## src/pkg/mode_cfg_pkg.sv

```systemverilog
// Purpose: shared constants and types of the static mode configuration block
// Assumes: pclk at 200 MHz, 32-bit APB with byte addresses
// Notes: long cycle counts are only defaults; top module parameters can override them
package mode_cfg_pkg;

	// ----------------------------------------------------------------
	// clock and times
	// ----------------------------------------------------------------
	localparam int unsigned CLK_PERIOD_PS = 5000;
	localparam int unsigned RELEASE_SHORT_US = 1;
	localparam int unsigned RELEASE_LONG_MS = 1;
	localparam int unsigned TICK_SHORT_MS = 1;
	localparam int unsigned TICK_LONG_MS = 10;
	// least times round up to whole cycles
	localparam int unsigned RELEASE_SHORT_CYC =
		(RELEASE_SHORT_US * 1000000 + CLK_PERIOD_PS - 1) / CLK_PERIOD_PS;
	localparam int unsigned RELEASE_LONG_CYC =
		(RELEASE_LONG_MS * 1000000000 + CLK_PERIOD_PS - 1) / CLK_PERIOD_PS;
	// cycles per millisecond first, so the 10 ms product stays in 32 bits
	localparam int unsigned CYC_PER_MS = 1000000000 / CLK_PERIOD_PS;
	localparam int unsigned TICK_SHORT_CYC = TICK_SHORT_MS * CYC_PER_MS;
	localparam int unsigned TICK_LONG_CYC = TICK_LONG_MS * CYC_PER_MS;
	localparam int CNT_W = 21;

	// ----------------------------------------------------------------
	// register map (byte addresses)
	// ----------------------------------------------------------------
	localparam int ADDR_W = 8;
	localparam logic [ADDR_W-1:0] OFS_MODE = 8'h00;
	localparam logic [ADDR_W-1:0] OFS_CTRL = 8'h04;
	localparam logic [ADDR_W-1:0] OFS_STATE = 8'h08;
	localparam logic [ADDR_W-1:0] OFS_EVT = 8'h0C;
	localparam logic [ADDR_W-1:0] OFS_MASK = 8'h10;
	localparam logic [ADDR_W-1:0] OFS_WD_LIMIT = 8'h14;
	localparam logic [ADDR_W-1:0] OFS_WD_COUNT = 8'h18;

	// mode register field positions
	localparam int POS_POL = 4;
	localparam int POS_EARLY = 5;
	localparam int POS_SYNC = 6;
	localparam int POS_FREEZE = 7;
	localparam int POS_PROTO = 8;
	localparam int POS_REL_TB = 9;
	localparam int POS_TICK_TB = 10;
	localparam int POS_WATCHDOG_TEST_SELECT = 11;
	localparam logic [15:0] MODE_RESET = 16'h0000;

	// control register (write one to act)
	localparam int POS_START = 0;
	localparam int POS_RELEASE = 1;
	localparam int POS_GO_OFFLINE = 2;
	localparam int POS_WD_KICK = 3;

	// event / mask register
	localparam int EVT_N = 3;
	localparam int EVT_TICK = 0;
	localparam int EVT_WD = 1;
	localparam int EVT_EXT = 2;
	localparam logic [EVT_N-1:0] MASK_RESET = 3'h0;
	localparam logic [15:0] WD_LIMIT_RESET = 16'hFFFF;

	typedef struct packed {
		logic watchdog_test_select;
		logic tick_timebase;
		logic interrupt_release_timebase;
		logic cyclic_slave_protocol_enable;
		logic freeze_supported;
		logic sync_supported;
		logic early_ready;
		logic interrupt_polarity_select;
	} mode_cfg_s;

	typedef enum logic [1:0] {
		ST_OFFLINE = 2'b01,
		ST_ONLINE = 2'b10
	} link_state_e;

endpackage : mode_cfg_pkg

```

## src/hdl/tick_divider.sv

```systemverilog
// Purpose: periodic one-cycle tick with two selectable periods
// Assumes: period counts at least 2
// Notes: a change of selection takes effect at once; a count already past the new top wraps on the next cycle
`timescale 1ns/1ps
module tick_divider #(
	parameter int unsigned SHORT_CYC = 200000,
	parameter int unsigned LONG_CYC = 2000000
) (
	// clock and reset
	input wire logic pclk,
	input wire logic presetn,
	// control
	input wire logic long_sel,
	// result
	output logic tick
);
	import mode_cfg_pkg::*;

	logic [CNT_W-1:0] cnt_r;
	logic [CNT_W-1:0] top;

	assign top = long_sel ? CNT_W'(LONG_CYC - 1) : CNT_W'(SHORT_CYC - 1);

	always_ff @(posedge pclk or negedge presetn) begin
		if (!presetn) begin
			cnt_r <= '0;
			tick <= 1'b0;
		end else if (cnt_r >= top) begin
			cnt_r <= '0;
			tick <= 1'b1;
		end else begin
			cnt_r <= cnt_r + 1'b1;
			tick <= 1'b0;
		end
	end

endmodule : tick_divider

```

## src/hdl/inactive_hold.sv

```systemverilog
// Purpose: holds a busy level for a selectable least number of cycles
// Assumes: start is a one-cycle pulse on pclk
// Notes: a new start restarts the full hold
`timescale 1ns/1ps
module inactive_hold #(
	parameter int unsigned SHORT_CYC = 200,
	parameter int unsigned LONG_CYC = 200000
) (
	// clock and reset
	input wire logic pclk,
	input wire logic presetn,
	// control
	input wire logic start,
	input wire logic long_sel,
	// result
	output logic busy
);
	import mode_cfg_pkg::*;

	logic [CNT_W-1:0] left_r;

	always_ff @(posedge pclk or negedge presetn) begin
		if (!presetn) begin
			left_r <= '0;
			busy <= 1'b0;
		end else if (start) begin
			left_r <= long_sel ? CNT_W'(LONG_CYC) : CNT_W'(SHORT_CYC);
			busy <= 1'b1;
		end else if (left_r != '0) begin
			left_r <= left_r - 1'b1;
			busy <= (left_r != CNT_W'(1));
		end else begin
			busy <= 1'b0;
		end
	end

endmodule : inactive_hold

```

## src/hdl/mode_cfg_top.sv

```systemverilog
// Purpose: static mode configuration of a fieldbus slave, APB registers
// Assumes: single pclk domain; event and request inputs come from pclk logic
// Notes: mode register is writable only while offline
`timescale 1ns/1ps

module mode_cfg_top #(
	parameter int unsigned RELEASE_LONG = mode_cfg_pkg::RELEASE_LONG_CYC,
	parameter int unsigned TICK_SHORT = mode_cfg_pkg::TICK_SHORT_CYC,
	parameter int unsigned TICK_LONG = mode_cfg_pkg::TICK_LONG_CYC
) (
	// clock and reset
	input wire logic pclk,
	input wire logic presetn,
	// apb slave
	input wire logic psel,
	input wire logic penable,
	input wire logic pwrite,
	input wire logic [mode_cfg_pkg::ADDR_W-1:0] paddr,
	input wire logic [31:0] pwdata,
	output logic [31:0] prdata,
	output logic pready,
	output logic pslverr,
	// device side requests and events
	input wire logic sync_request,
	input wire logic freeze_request,
	input wire logic ext_event,
	// mode outputs
	output logic sync_mode_active,
	output logic freeze_mode_active,
	output logic cyclic_slave_protocol_enable,
	output logic protocol_service_access_points,
	output logic watchdog_test_active,
	output logic device_online,
	// interrupt pin
	output logic irq_pin
);
	import mode_cfg_pkg::*;

	// ----------------------------------------------------------------
	// address decode
	// ----------------------------------------------------------------
	function automatic logic hit(input logic [ADDR_W-1:0] a,
		input logic [ADDR_W-1:0] ofs);
		hit = (a == ofs);
	endfunction : hit

	function automatic logic mapped(input logic [ADDR_W-1:0] a);
		mapped = hit(a, OFS_MODE) || hit(a, OFS_CTRL) ||
			hit(a, OFS_STATE) || hit(a, OFS_EVT) ||
			hit(a, OFS_MASK) || hit(a, OFS_WD_LIMIT) ||
			hit(a, OFS_WD_COUNT);
	endfunction : mapped

	mode_cfg_s cfg_r;
	link_state_e state_r;
	logic [EVT_N-1:0] evt_r;
	logic [EVT_N-1:0] mask_r;
	logic [EVT_N-1:0] evt_set;
	logic [15:0] wd_limit_r;
	logic [15:0] wd_count_r;
	logic wd_run_r;
	logic tick;
	logic hold_busy;
	logic setup_ph;
	logic access_done;
	logic wr_done;
	logic rd_done;
	logic mode_locked;
	logic [31:0] rd_mux;
	logic [15:0] mode_word;
	logic ctrl_wr;
	logic irq_level;

	assign setup_ph = psel && !penable;
	assign access_done = psel && penable && pready;
	assign wr_done = access_done && pwrite;
	assign rd_done = access_done && !pwrite;
	assign mode_locked = (state_r != ST_OFFLINE);
	assign ctrl_wr = wr_done && hit(paddr, OFS_CTRL);

	// ----------------------------------------------------------------
	// ready timing
	// ----------------------------------------------------------------
	// setup edge loads the read data; normal ready follows one cycle later,
	// early ready is raised on that same setup edge
	always_ff @(posedge pclk or negedge presetn) begin
		if (!presetn) begin
			pready <= 1'b0;
		end else if (setup_ph) begin
			pready <= cfg_r.early_ready;
		end else if (psel && penable && !pready) begin
			pready <= 1'b1;
		end else begin
			pready <= 1'b0;
		end
	end

	always_ff @(posedge pclk or negedge presetn) begin
		if (!presetn) begin
			pslverr <= 1'b0;
		end else if (setup_ph) begin
			// writes to a locked mode register are refused, not stored
			pslverr <= !mapped(paddr) ||
				(pwrite && hit(paddr, OFS_MODE) && mode_locked);
		end else if (access_done) begin
			pslverr <= 1'b0;
		end
	end

	always_comb begin
		mode_word = '0;
		mode_word[POS_POL] = cfg_r.interrupt_polarity_select;
		mode_word[POS_EARLY] = cfg_r.early_ready;
		mode_word[POS_SYNC] = cfg_r.sync_supported;
		mode_word[POS_FREEZE] = cfg_r.freeze_supported;
		mode_word[POS_PROTO] = cfg_r.cyclic_slave_protocol_enable;
		mode_word[POS_REL_TB] = cfg_r.interrupt_release_timebase;
		mode_word[POS_TICK_TB] = cfg_r.tick_timebase;
		mode_word[POS_WATCHDOG_TEST_SELECT] = cfg_r.watchdog_test_select;
		rd_mux = '0;
		if (hit(paddr, OFS_MODE)) begin
			rd_mux = {16'h0000, mode_word};
		end else if (hit(paddr, OFS_STATE)) begin
			rd_mux = {29'h0, hold_busy, irq_level, !mode_locked};
		end else if (hit(paddr, OFS_EVT)) begin
			rd_mux = {29'h0, evt_r};
		end else if (hit(paddr, OFS_MASK)) begin
			rd_mux = {29'h0, mask_r};
		end else if (hit(paddr, OFS_WD_LIMIT)) begin
			rd_mux = {16'h0000, wd_limit_r};
		end else if (hit(paddr, OFS_WD_COUNT)) begin
			rd_mux = {16'h0000, wd_count_r};
		end
	end

	always_ff @(posedge pclk or negedge presetn) begin
		if (!presetn) begin
			prdata <= '0;
		end else if (setup_ph && !pwrite) begin
			prdata <= rd_mux;
		end
	end

	// ----------------------------------------------------------------
	// mode, mask and watchdog limit registers
	// ----------------------------------------------------------------
	// only the offline state accepts new mode settings, so the mode never
	// changes under a running protocol; mask and limit take writes in any state
	always_ff @(posedge pclk or negedge presetn) begin
		if (!presetn) begin
			cfg_r <= mode_cfg_s'(MODE_RESET[POS_WATCHDOG_TEST_SELECT:POS_POL]);
		end else if (wr_done && hit(paddr, OFS_MODE) && !mode_locked) begin
			cfg_r <= mode_cfg_s'(pwdata[POS_WATCHDOG_TEST_SELECT:POS_POL]);
		end
	end

	always_ff @(posedge pclk or negedge presetn) begin
		if (!presetn) begin
			mask_r <= MASK_RESET;
		end else if (wr_done && hit(paddr, OFS_MASK)) begin
			mask_r <= pwdata[EVT_N-1:0];
		end
	end

	always_ff @(posedge pclk or negedge presetn) begin
		if (!presetn) begin
			wd_limit_r <= WD_LIMIT_RESET;
		end else if (wr_done && hit(paddr, OFS_WD_LIMIT)) begin
			wd_limit_r <= pwdata[15:0];
		end
	end

	// ----------------------------------------------------------------
	// offline / online state
	// ----------------------------------------------------------------
	always_ff @(posedge pclk or negedge presetn) begin
		if (!presetn) begin
			state_r <= ST_OFFLINE;
		end else begin
			unique case (state_r)
				ST_OFFLINE: begin
					if (ctrl_wr && pwdata[POS_START]) begin
						state_r <= ST_ONLINE;
					end
				end
				ST_ONLINE: begin
					if (ctrl_wr && pwdata[POS_GO_OFFLINE]) begin
						state_r <= ST_OFFLINE;
					end
				end
				default: state_r <= ST_OFFLINE;
			endcase
		end
	end

	// ----------------------------------------------------------------
	// mode outputs
	// ----------------------------------------------------------------
	always_ff @(posedge pclk or negedge presetn) begin
		if (!presetn) begin
			sync_mode_active <= 1'b0;
			freeze_mode_active <= 1'b0;
		end else begin
			sync_mode_active <= sync_request && cfg_r.sync_supported;
			freeze_mode_active <= freeze_request &&
				cfg_r.freeze_supported;
		end
	end

	always_ff @(posedge pclk or negedge presetn) begin
		if (!presetn) begin
			cyclic_slave_protocol_enable <= 1'b0;
			protocol_service_access_points <= 1'b0;
			device_online <= 1'b0;
		end else begin
			cyclic_slave_protocol_enable <=
				cfg_r.cyclic_slave_protocol_enable;
			protocol_service_access_points <=
				cfg_r.cyclic_slave_protocol_enable && mode_locked;
			device_online <= mode_locked;
		end
	end

	// ----------------------------------------------------------------
	// watchdog
	// ----------------------------------------------------------------
	// test mode counts every pclk instead of every tick, so a short limit
	// expires within microseconds
	always_ff @(posedge pclk or negedge presetn) begin
		if (!presetn) begin
			wd_run_r <= 1'b0;
			wd_count_r <= '0;
		end else if (ctrl_wr && pwdata[POS_START] && !mode_locked) begin
			wd_run_r <= 1'b1;
			wd_count_r <= '0;
		end else if (!mode_locked) begin
			wd_run_r <= 1'b0;
			wd_count_r <= '0;
		end else if (ctrl_wr && (pwdata[POS_WD_KICK] || pwdata[POS_START])) begin
			wd_run_r <= 1'b1;
			wd_count_r <= '0;
		end else if (wd_run_r && (cfg_r.watchdog_test_select || tick)) begin
			if (wd_count_r >= wd_limit_r) begin
				wd_run_r <= 1'b0;
			end else begin
				wd_count_r <= wd_count_r + 1'b1;
			end
		end
	end

	always_ff @(posedge pclk or negedge presetn) begin
		if (!presetn) begin
			watchdog_test_active <= 1'b0;
		end else begin
			watchdog_test_active <= cfg_r.watchdog_test_select;
		end
	end

	// ----------------------------------------------------------------
	// events and interrupt
	// ----------------------------------------------------------------
	assign evt_set[EVT_TICK] = tick;
	assign evt_set[EVT_WD] = wd_run_r && (wd_count_r >= wd_limit_r) &&
		(cfg_r.watchdog_test_select || tick);
	assign evt_set[EVT_EXT] = ext_event;

	// a set in the cycle of a clearing read wins over the clear; only bits
	// latched into the read data are cleared, so no event is lost in between
	genvar gi;
	generate
		for (gi = 0; gi < EVT_N; gi++) begin : g_evt
			always_ff @(posedge pclk or negedge presetn) begin
				if (!presetn) begin
					evt_r[gi] <= 1'b0;
				end else if (evt_set[gi]) begin
					evt_r[gi] <= 1'b1;
				end else if (rd_done && hit(paddr, OFS_EVT) && prdata[gi]) begin
					evt_r[gi] <= 1'b0;
				end
			end
		end
	endgenerate

	tick_divider #(
		.SHORT_CYC(TICK_SHORT),
		.LONG_CYC(TICK_LONG)
	) u_tick (
		.pclk(pclk),
		.presetn(presetn),
		.long_sel(cfg_r.tick_timebase),
		.tick(tick)
	);

	inactive_hold #(
		.SHORT_CYC(RELEASE_SHORT_CYC),
		.LONG_CYC(RELEASE_LONG)
	) u_hold (
		.pclk(pclk),
		.presetn(presetn),
		.start(ctrl_wr && pwdata[POS_RELEASE]),
		.long_sel(cfg_r.interrupt_release_timebase),
		.busy(hold_busy)
	);

	assign irq_level = |(evt_r & mask_r);

	// the release write itself also forces the pin inactive in its cycle
	always_ff @(posedge pclk or negedge presetn) begin
		if (!presetn) begin
			irq_pin <= 1'b1;
		end else if (hold_busy || (ctrl_wr && pwdata[POS_RELEASE])) begin
			irq_pin <= !cfg_r.interrupt_polarity_select;
		end else begin
			irq_pin <= irq_level ~^ cfg_r.interrupt_polarity_select;
		end
	end

endmodule : mode_cfg_top

```

## config.mk

```make
export PLATFORM = sky130hd
export DESIGN_NAME = mode_cfg_top
export DESIGN_NICKNAME = d
export VERILOG_FILES = /design/src/pkg/mode_cfg_pkg.sv /design/src/hdl/tick_divider.sv /design/src/hdl/inactive_hold.sv /design/src/hdl/mode_cfg_top.sv
export SDC_FILE = /design/constraint.sdc
export NUM_CORES = 1
export LEC_CHECK = 0
export BUFFER_PORTS_ARGS = -buffer_cell sky130_fd_sc_hd__buf_4
export CAP_MARGIN = 15
export CORE_MARGIN = 3
export CORE_UTILIZATION = 35
export DETAILED_ROUTE_END_ITERATION = 16
export PLACE_DENSITY = 0.55
export SYNTH_ARGS = -nofsm -noshare
export SYNTH_HDL_FRONTEND = slang
export SYNTH_SLANG_ARGS = --single-unit
```

## constraint.sdc

```tcl
create_clock -name pclk -period 2.8 [get_ports pclk]
set_input_delay 0 -clock pclk [delete_from_list [all_inputs] [get_ports pclk]]
set_output_delay 0 -clock pclk [all_outputs]
set_load 0.02 [all_outputs]
```

==> results of run 1 <==
[repair_timing]
action | 4_1_cts | 5_1_grt
gates resized for setup | 0 | 1
setup endpoints to repair | 0 | 13
endpoints found under the hold margin | 77 | 0
hold buffers | 25 | 0
[cells in the final DEF (no fill, tap or decap), types with 7 or more instances in the layout]
cell,n
dfrtp_1,100
buf_4,73
nand2_1,66
nor2_1,60
o21ai_0,50
inv_1,28
ha_1,28
dlygate4sd3_1,25
a21oi_1,24
a22oi_1,21
xor2_1,19
dfstp_2,18
nor3_1,17
clkbuf_16,17
conb_1,16
nand3_1,15
or3_1,15
nand4_1,14
xnor2_1,13
mux2_2,12
or4_1,8
o31ai_1,7
[where the power goes]
group	internal, mW	switching [mW]
clock	1.31	0.732
sequential	1.76	0.0580
combinational	0.114	0.151
total	3.18	0.942
[stage by stage]
stage | instances | hold WS [ps] | setup slack, ps | instance area, um2
final | 980 | 26.1 | 253 | 7780
after global routing | 980 | 40.0 | 6.58 | 7780
after CTS | 980 | 0.0908 | 133 | 7770
after detailed placement | 923 | 79.8 | 160 | 6970
after global placement | 923 | 74.9 | 206 | 6970
after floorplan | 663 | -296 | 286 | 6330
[layer usage]
metal	GRT usage, %	wire (um)	vias to the layer above
met5	0	0	-
met4	6.12	333	0
met3	3.21	611	22
met2	28.5	7850	121
met1	22.7	7530	2559
li1	-	-	2489
[cell type report]
| type | count | area [um2] | area share [%] |
|---|---|---|---|
| clock buffers | 27 | 503 | 6.47 |
| clock inverters | 5 | 50.0 | 0.643 |
| inverters | 28 | 105 | 1.35 |
| multi-input cells | 478 | 3050 | 39.2 |
| flip-flops and latches | 118 | 2980 | 38.2 |
| well taps | 225 | 282 | 3.62 |
| repair buffers | 99 | 818 | 10.5 |
[final timing paths]
| path | start | end | slack [ps] |
|---|---|---|---|
| setup / recovery | wd_limit_r[11] | wd_count_r[8] | 250 |
| hold / removal | paddr[2] | prdata[1] | 30 |
| setup reg to reg | wd_limit_r[11] | wd_count_r[8] | 250 |
| hold reg to reg | cfg_r[7] | watchdog_test_active | 470 |
| max in group asynchronous | presetn | wd_limit_r[12] | 1820 |
| min in group asynchronous | presetn | u_tick.cnt_r[17] | 170 |
[state kept, by name (all words and copies together) (netlist names)]
| name | cells |
|---|---|
| evt_r | 3 |
| u_hold.busy | 1 |
| freeze_mode_active | 1 |
| pready | 1 |
| cfg_r | 8 |
| irq_pin | 1 |
| state_r | 2 |
| wd_count_r | 16 |
| prdata | 16 |
| u_tick.cnt_r | 21 |
| wd_run_r | 1 |
| cyclic_slave_protocol_enable | 1 |
| u_tick.tick | 1 |
| protocol_service_access_points | 1 |
| watchdog_test_active | 1 |
| device_online | 1 |
| u_hold.left_r | 21 |
| sync_mode_active | 1 |
| mask_r | 3 |
| wd_limit_r | 16 |
| pslverr | 1 |
[cells by family (layout without fill, tap and decap cells)]
family / after synthesis / after routing / share of synthesized area (%)
simple gates: 246 / 246 / 20.5
compound gates: 144 / 144 / 14.6
flops: 118 / 118 / 47.4
buf+inv: 67 / 159 / 5.18
xor+xnor: 32 / 32 / 4.46
fa+ha+maj: 28 / 28 / 5.58
mux: 12 / 12 / 2.15
other cells: 1 / 16 / 0.0597
[critical path, cell delays in order (launching register included)]
cell and delay [ps]:
dfstp_2 520, inv_1 50, ha_1 340, a21oi_1 170, a31oi_1 130, a2111oi_2 330, o211ai_1 150, buf_4 220
or4_1 410, a21oi_1 150
==> flow_summary.toml, run 1 <==
[status]
status = "complete, no violations"

[final_layout]
final_util_pct = 44.7
final_nets = 818
antenna_cells = 0
drive_gt1_share_pct = 19.6
area_growth_pct = 23.9
nFillCells = 1685

[sta]
worstMarginPinSlew_ps = 735
setup_tns_ps = 0
slew_headroom_pct = 50.3
fin_skew_ps = 13.0
finalCriticalPeriod_ps = 2550
min_period_over_period_pct = 91.0
rsz0062_at_grt = "yes"
hold_viol_final = 0
setup_viol = 0
slew_viol_final = 0
max_freq_mhz = 393

[clocking]
path_clk_slew_ps = 50
cts_buffer_depth = 2
numCtsBuffers = 17
clock_sinks = 118
cts_tree = "done"
htreeDepth = 4
cts-root-buf = "clkbuf_16"
cts_setup_buffers = 0
clk_latency_ps = 420

[logic_synthesis]
async_flop_share_pct = 100
yosys.area.top_type = "dfrtp_1"
yosys-top-cells-area = "dfrtp_1 40%, dfstp_2 7.5%, ha_1 5.6%"
syn_avg_cell_area_um2 = 9.69
synthTopCellsByCount = "100 x dfrtp_1, 66 x nand2_1, 60 x nor2_1"
netlist-cell-type-count = 66
yosysSeqAreaShare_pct = 47.4
synth_top_area_share_pct = 39.9
synth_flop_cell = "dfrtp_1"
mappedNetlistArea_um2 = 6280
ys_warn_count = 0
synth-edff-count = 0
ys_ff_latch = 118
synth.most_common_cell = "dfrtp_1"
synthCells = 648

[grt]
overflow = 0
globalRouteTotalUtil_pct = 17.2
grt_first_pass_wirelength_mm = 27.2
antenna_found_initial = 0
grt_start_max_net_pins = 49
grt_pass1_vias = 5277

[floorplanning]
core_area_um2 = 17400
initial_core_util_pct = 36.0
fp.dieW_um = 140
pin_count = 89
die_h_um = 140
die_area_um2 = 19600
rows = 48

[detailed_routing]
ant_nets = 0
vias = 5191
wire_per_inst_um = 16.7
drc = 0
dr.first_iter.drc_count = 373
via_per_inst = 5.30
firstDrtPassIters = 5
routed_wl_mm = 16.3

[placed_design]
dp_hpwl_mm = 11.7
io_buffer_count = 56
gp_congestion = 0.872

[power]
p_leak_nw = 3.47
power.density_nw_per_um2 = 530
ir_drop_mv = 0.442
power_mw = 4.12

[flow_run]
drv_cap = 0

[critical_path]
critPathArrivalTime_ps = 2890
crit_type = "reg2reg"
cp_max_fo = 21
required_ps = 3140
start_kind = "register"
end_kind = "register"
worst-r2r-cell-count = 9

[min_path]
min_delay_path_depth = 3
holdCritPathClass = "in2reg"
No activity file was read; power rests on OpenSTA's default activity.
==> run 2, diff against run 1 <==
--- a/config.mk
+++ b/config.mk
@@ -8,9 +8,9 @@
 export BUFFER_PORTS_ARGS = -buffer_cell sky130_fd_sc_hd__buf_4
 export CAP_MARGIN = 15
 export CORE_MARGIN = 3
-export CORE_UTILIZATION = 35
+export CORE_UTILIZATION = 58
 export DETAILED_ROUTE_END_ITERATION = 16
-export PLACE_DENSITY = 0.55
+export PLACE_DENSITY = 0.83
 export SYNTH_ARGS = -nofsm -noshare
 export SYNTH_HDL_FRONTEND = slang
 export SYNTH_SLANG_ARGS = --single-unit
==> run 2 against run 1 <==
Against the previous run: largest power group unchanged; utilization rose by 30 points; worst setup slack worse by 93 ps; sequential power barely moved; worst hold slack improved by 110 ps.
==> flow_summary.toml, run 2 (synthesis gave the netlist of run 1 again) <==
[sta]
rsz0062_at_grt = "no"
min_period_over_period_pct = 94.3
setup_tns_ps = 0
finalCriticalPeriod_ps = 2640
fin_skew_ps = 8.40
slew_headroom_pct = 39.9
setup_viol = 0
slew_viol_final = 0
hold_viol_final = 0
worstMarginPinSlew_ps = 902
max_freq_mhz = 379

[clocking]
cts-root-buf = "clkbuf_8"
numCtsBuffers = 17
clk_latency_ps = 530
path_clk_slew_ps = 50
cts_tree = "done"
clock_sinks = 118
htreeDepth = 4
cts_buffer_depth = 2

[floorplanning]
pin_count = 89
fp.dieW_um = 110
rows = 37
initial_core_util_pct = 60.3
die_h_um = 110
core_area_um2 = 10400
die_area_um2 = 12100

[grt]
antenna_found_initial = 0
globalRouteTotalUtil_pct = 27.9
grt_first_pass_wirelength_mm = 26.0
grt_pass1_vias = 5423
grt_start_max_net_pins = 72
overflow = 0

[detailed_routing]
firstDrtPassIters = 5
vias = 5439
via_per_inst = 6.11
drc = 0
dr.first_iter.drc_count = 364
routed_wl_mm = 16.0
ant_nets = 0
wire_per_inst_um = 17.9

[critical_path]
start_kind = "register"
critPathArrivalTime_ps = 3090
cp_max_fo = 21
end_kind = "register"
crit_type = "reg2reg"
cpPeakStageDelay_ps = 550
path_cells = "inv_1 > ha_1 > a211oi_1 > o21ai_1 > a21oi_2 > o211ai_1 > buf_4 > or4_1 > a21oi_1"
required_ps = 3250
cpMaxStageDelayCell = "dfstp_2"

[power]
ir_drop_mv = 0.446
p_leak_nw = 3.52
power.density_nw_per_um2 = 585

[final_layout]
stdcell_count = 890
nFillCells = 692
final_cell_mix = "100 x dfrtp_1, 69 x buf_4, 66 x nand2_1, 60 x nor2_1, 49 x o21ai_0"
final_common_cell = "dfrtp_1"
area_growth_pct = 24.1
reg.largest.list = "u_hold.left_r: 21 flops, u_tick.cnt_r: 21 flops"
antenna_cells = 0
drive_gt1_share_pct = 19.5
final_nets = 818

[placed_design]
dp_cells = 829
gp_congestion = 0.892
io_buffer_count = 56
dp_hpwl_mm = 10.5

[min_path]
holdCritPathClass = "in2async"

[flow_run]
drv_cap = 0

[status]
status = "complete, no violations"
[run 2: cell count changes in the layout (fill, tap and decap cells not counted), moves of 2 or more]
cell / change
dlygate4sd3_1: +4
buf_4: -4
bufinv_16: +6
clkbuf_1: -3
clkbuf_8: -2
[run 2: metrics by stage]
stage / hold slack, ps / area, um2 / utilization (%) / setup WS (ps) / total power, mW
after floorplan: -296 / 6330 / - / 286 / 1.96
after global placement: 170 / 6820 / 65.5 / 234 / 2.06
after detailed placement: 184 / 6820 / 65.5 / 124 / 2.07
after CTS: 121 / 7780 / 74.7 / 62.5 / 4.57
after global routing: 141 / 7790 / 74.8 / 0.721 / 4.68
final: 141 / 7790 / 74.8 / 160 / 4.56
[run 2: report_power, final]
part / switching (mW) / total [mW] / internal (mW)
Combinational: 0.148 / 0.266 / 0.117
Clock: 0.750 / 2.48 / 1.73
Sequential: 0.0598 / 1.81 / 1.75
Total: 0.959 / 4.56 / 3.60
[run 2: layer usage]
metal	global-route usage, %	vias up	share of wire (%)
li1	-	2482	-
met1	34.0	2705	39
met2	46.9	211	52
met3	6.52	41	6.2
met4	13.2	0	2.7
met5	0	-	0
[run 2: layout make-up]
cell class                 instances  area (um2)  share of cell area [%]
clock buffer                      21         439                    5.64
clock inverter                    10         225                    2.89
inverter                          28         105                    1.35
tap                              136         170                    2.18
multi-input combinational        478        3050                    39.1
sequential                       118        2980                    38.2
timing repair buffer              99         828                    10.6
[run 2: final timing paths]
kind,startpoint,end,slack [ps],cells after the start
max in group asynchronous,presetn,wd_limit_r[8],1810,3
setup / recovery,wd_limit_r[2],wd_count_r[8],160,9
hold reg to reg,cfg_r[4],cyclic_slave_protocol_enable,460,0
min in group pclk,paddr[4],wd_run_r,140,5
hold / removal,presetn,u_tick.cnt_r[20],140,2
setup reg to reg,wd_limit_r[2],wd_count_r[8],160,9
[run 2: critical path, delay by kind of cell (launching register included)]
kind	cells	cell delay, ps
AOI/OAI and AO/OA	5	990
buffers and inverters	2	280
DFF	1	550
and+or+nand+nor	1	420
adders and majority gates	1	320
[run 2: repair_timing]
| item | CTS | global route |
|---|---|---|
| endpoints found under the setup margin | 0 | 13 |
| hold endpoints to repair | 121 | 0 |
| hold buffers | 29 | 0 |
| setup buffers | 0 | 1 |
| resized for setup | 0 | 3 |
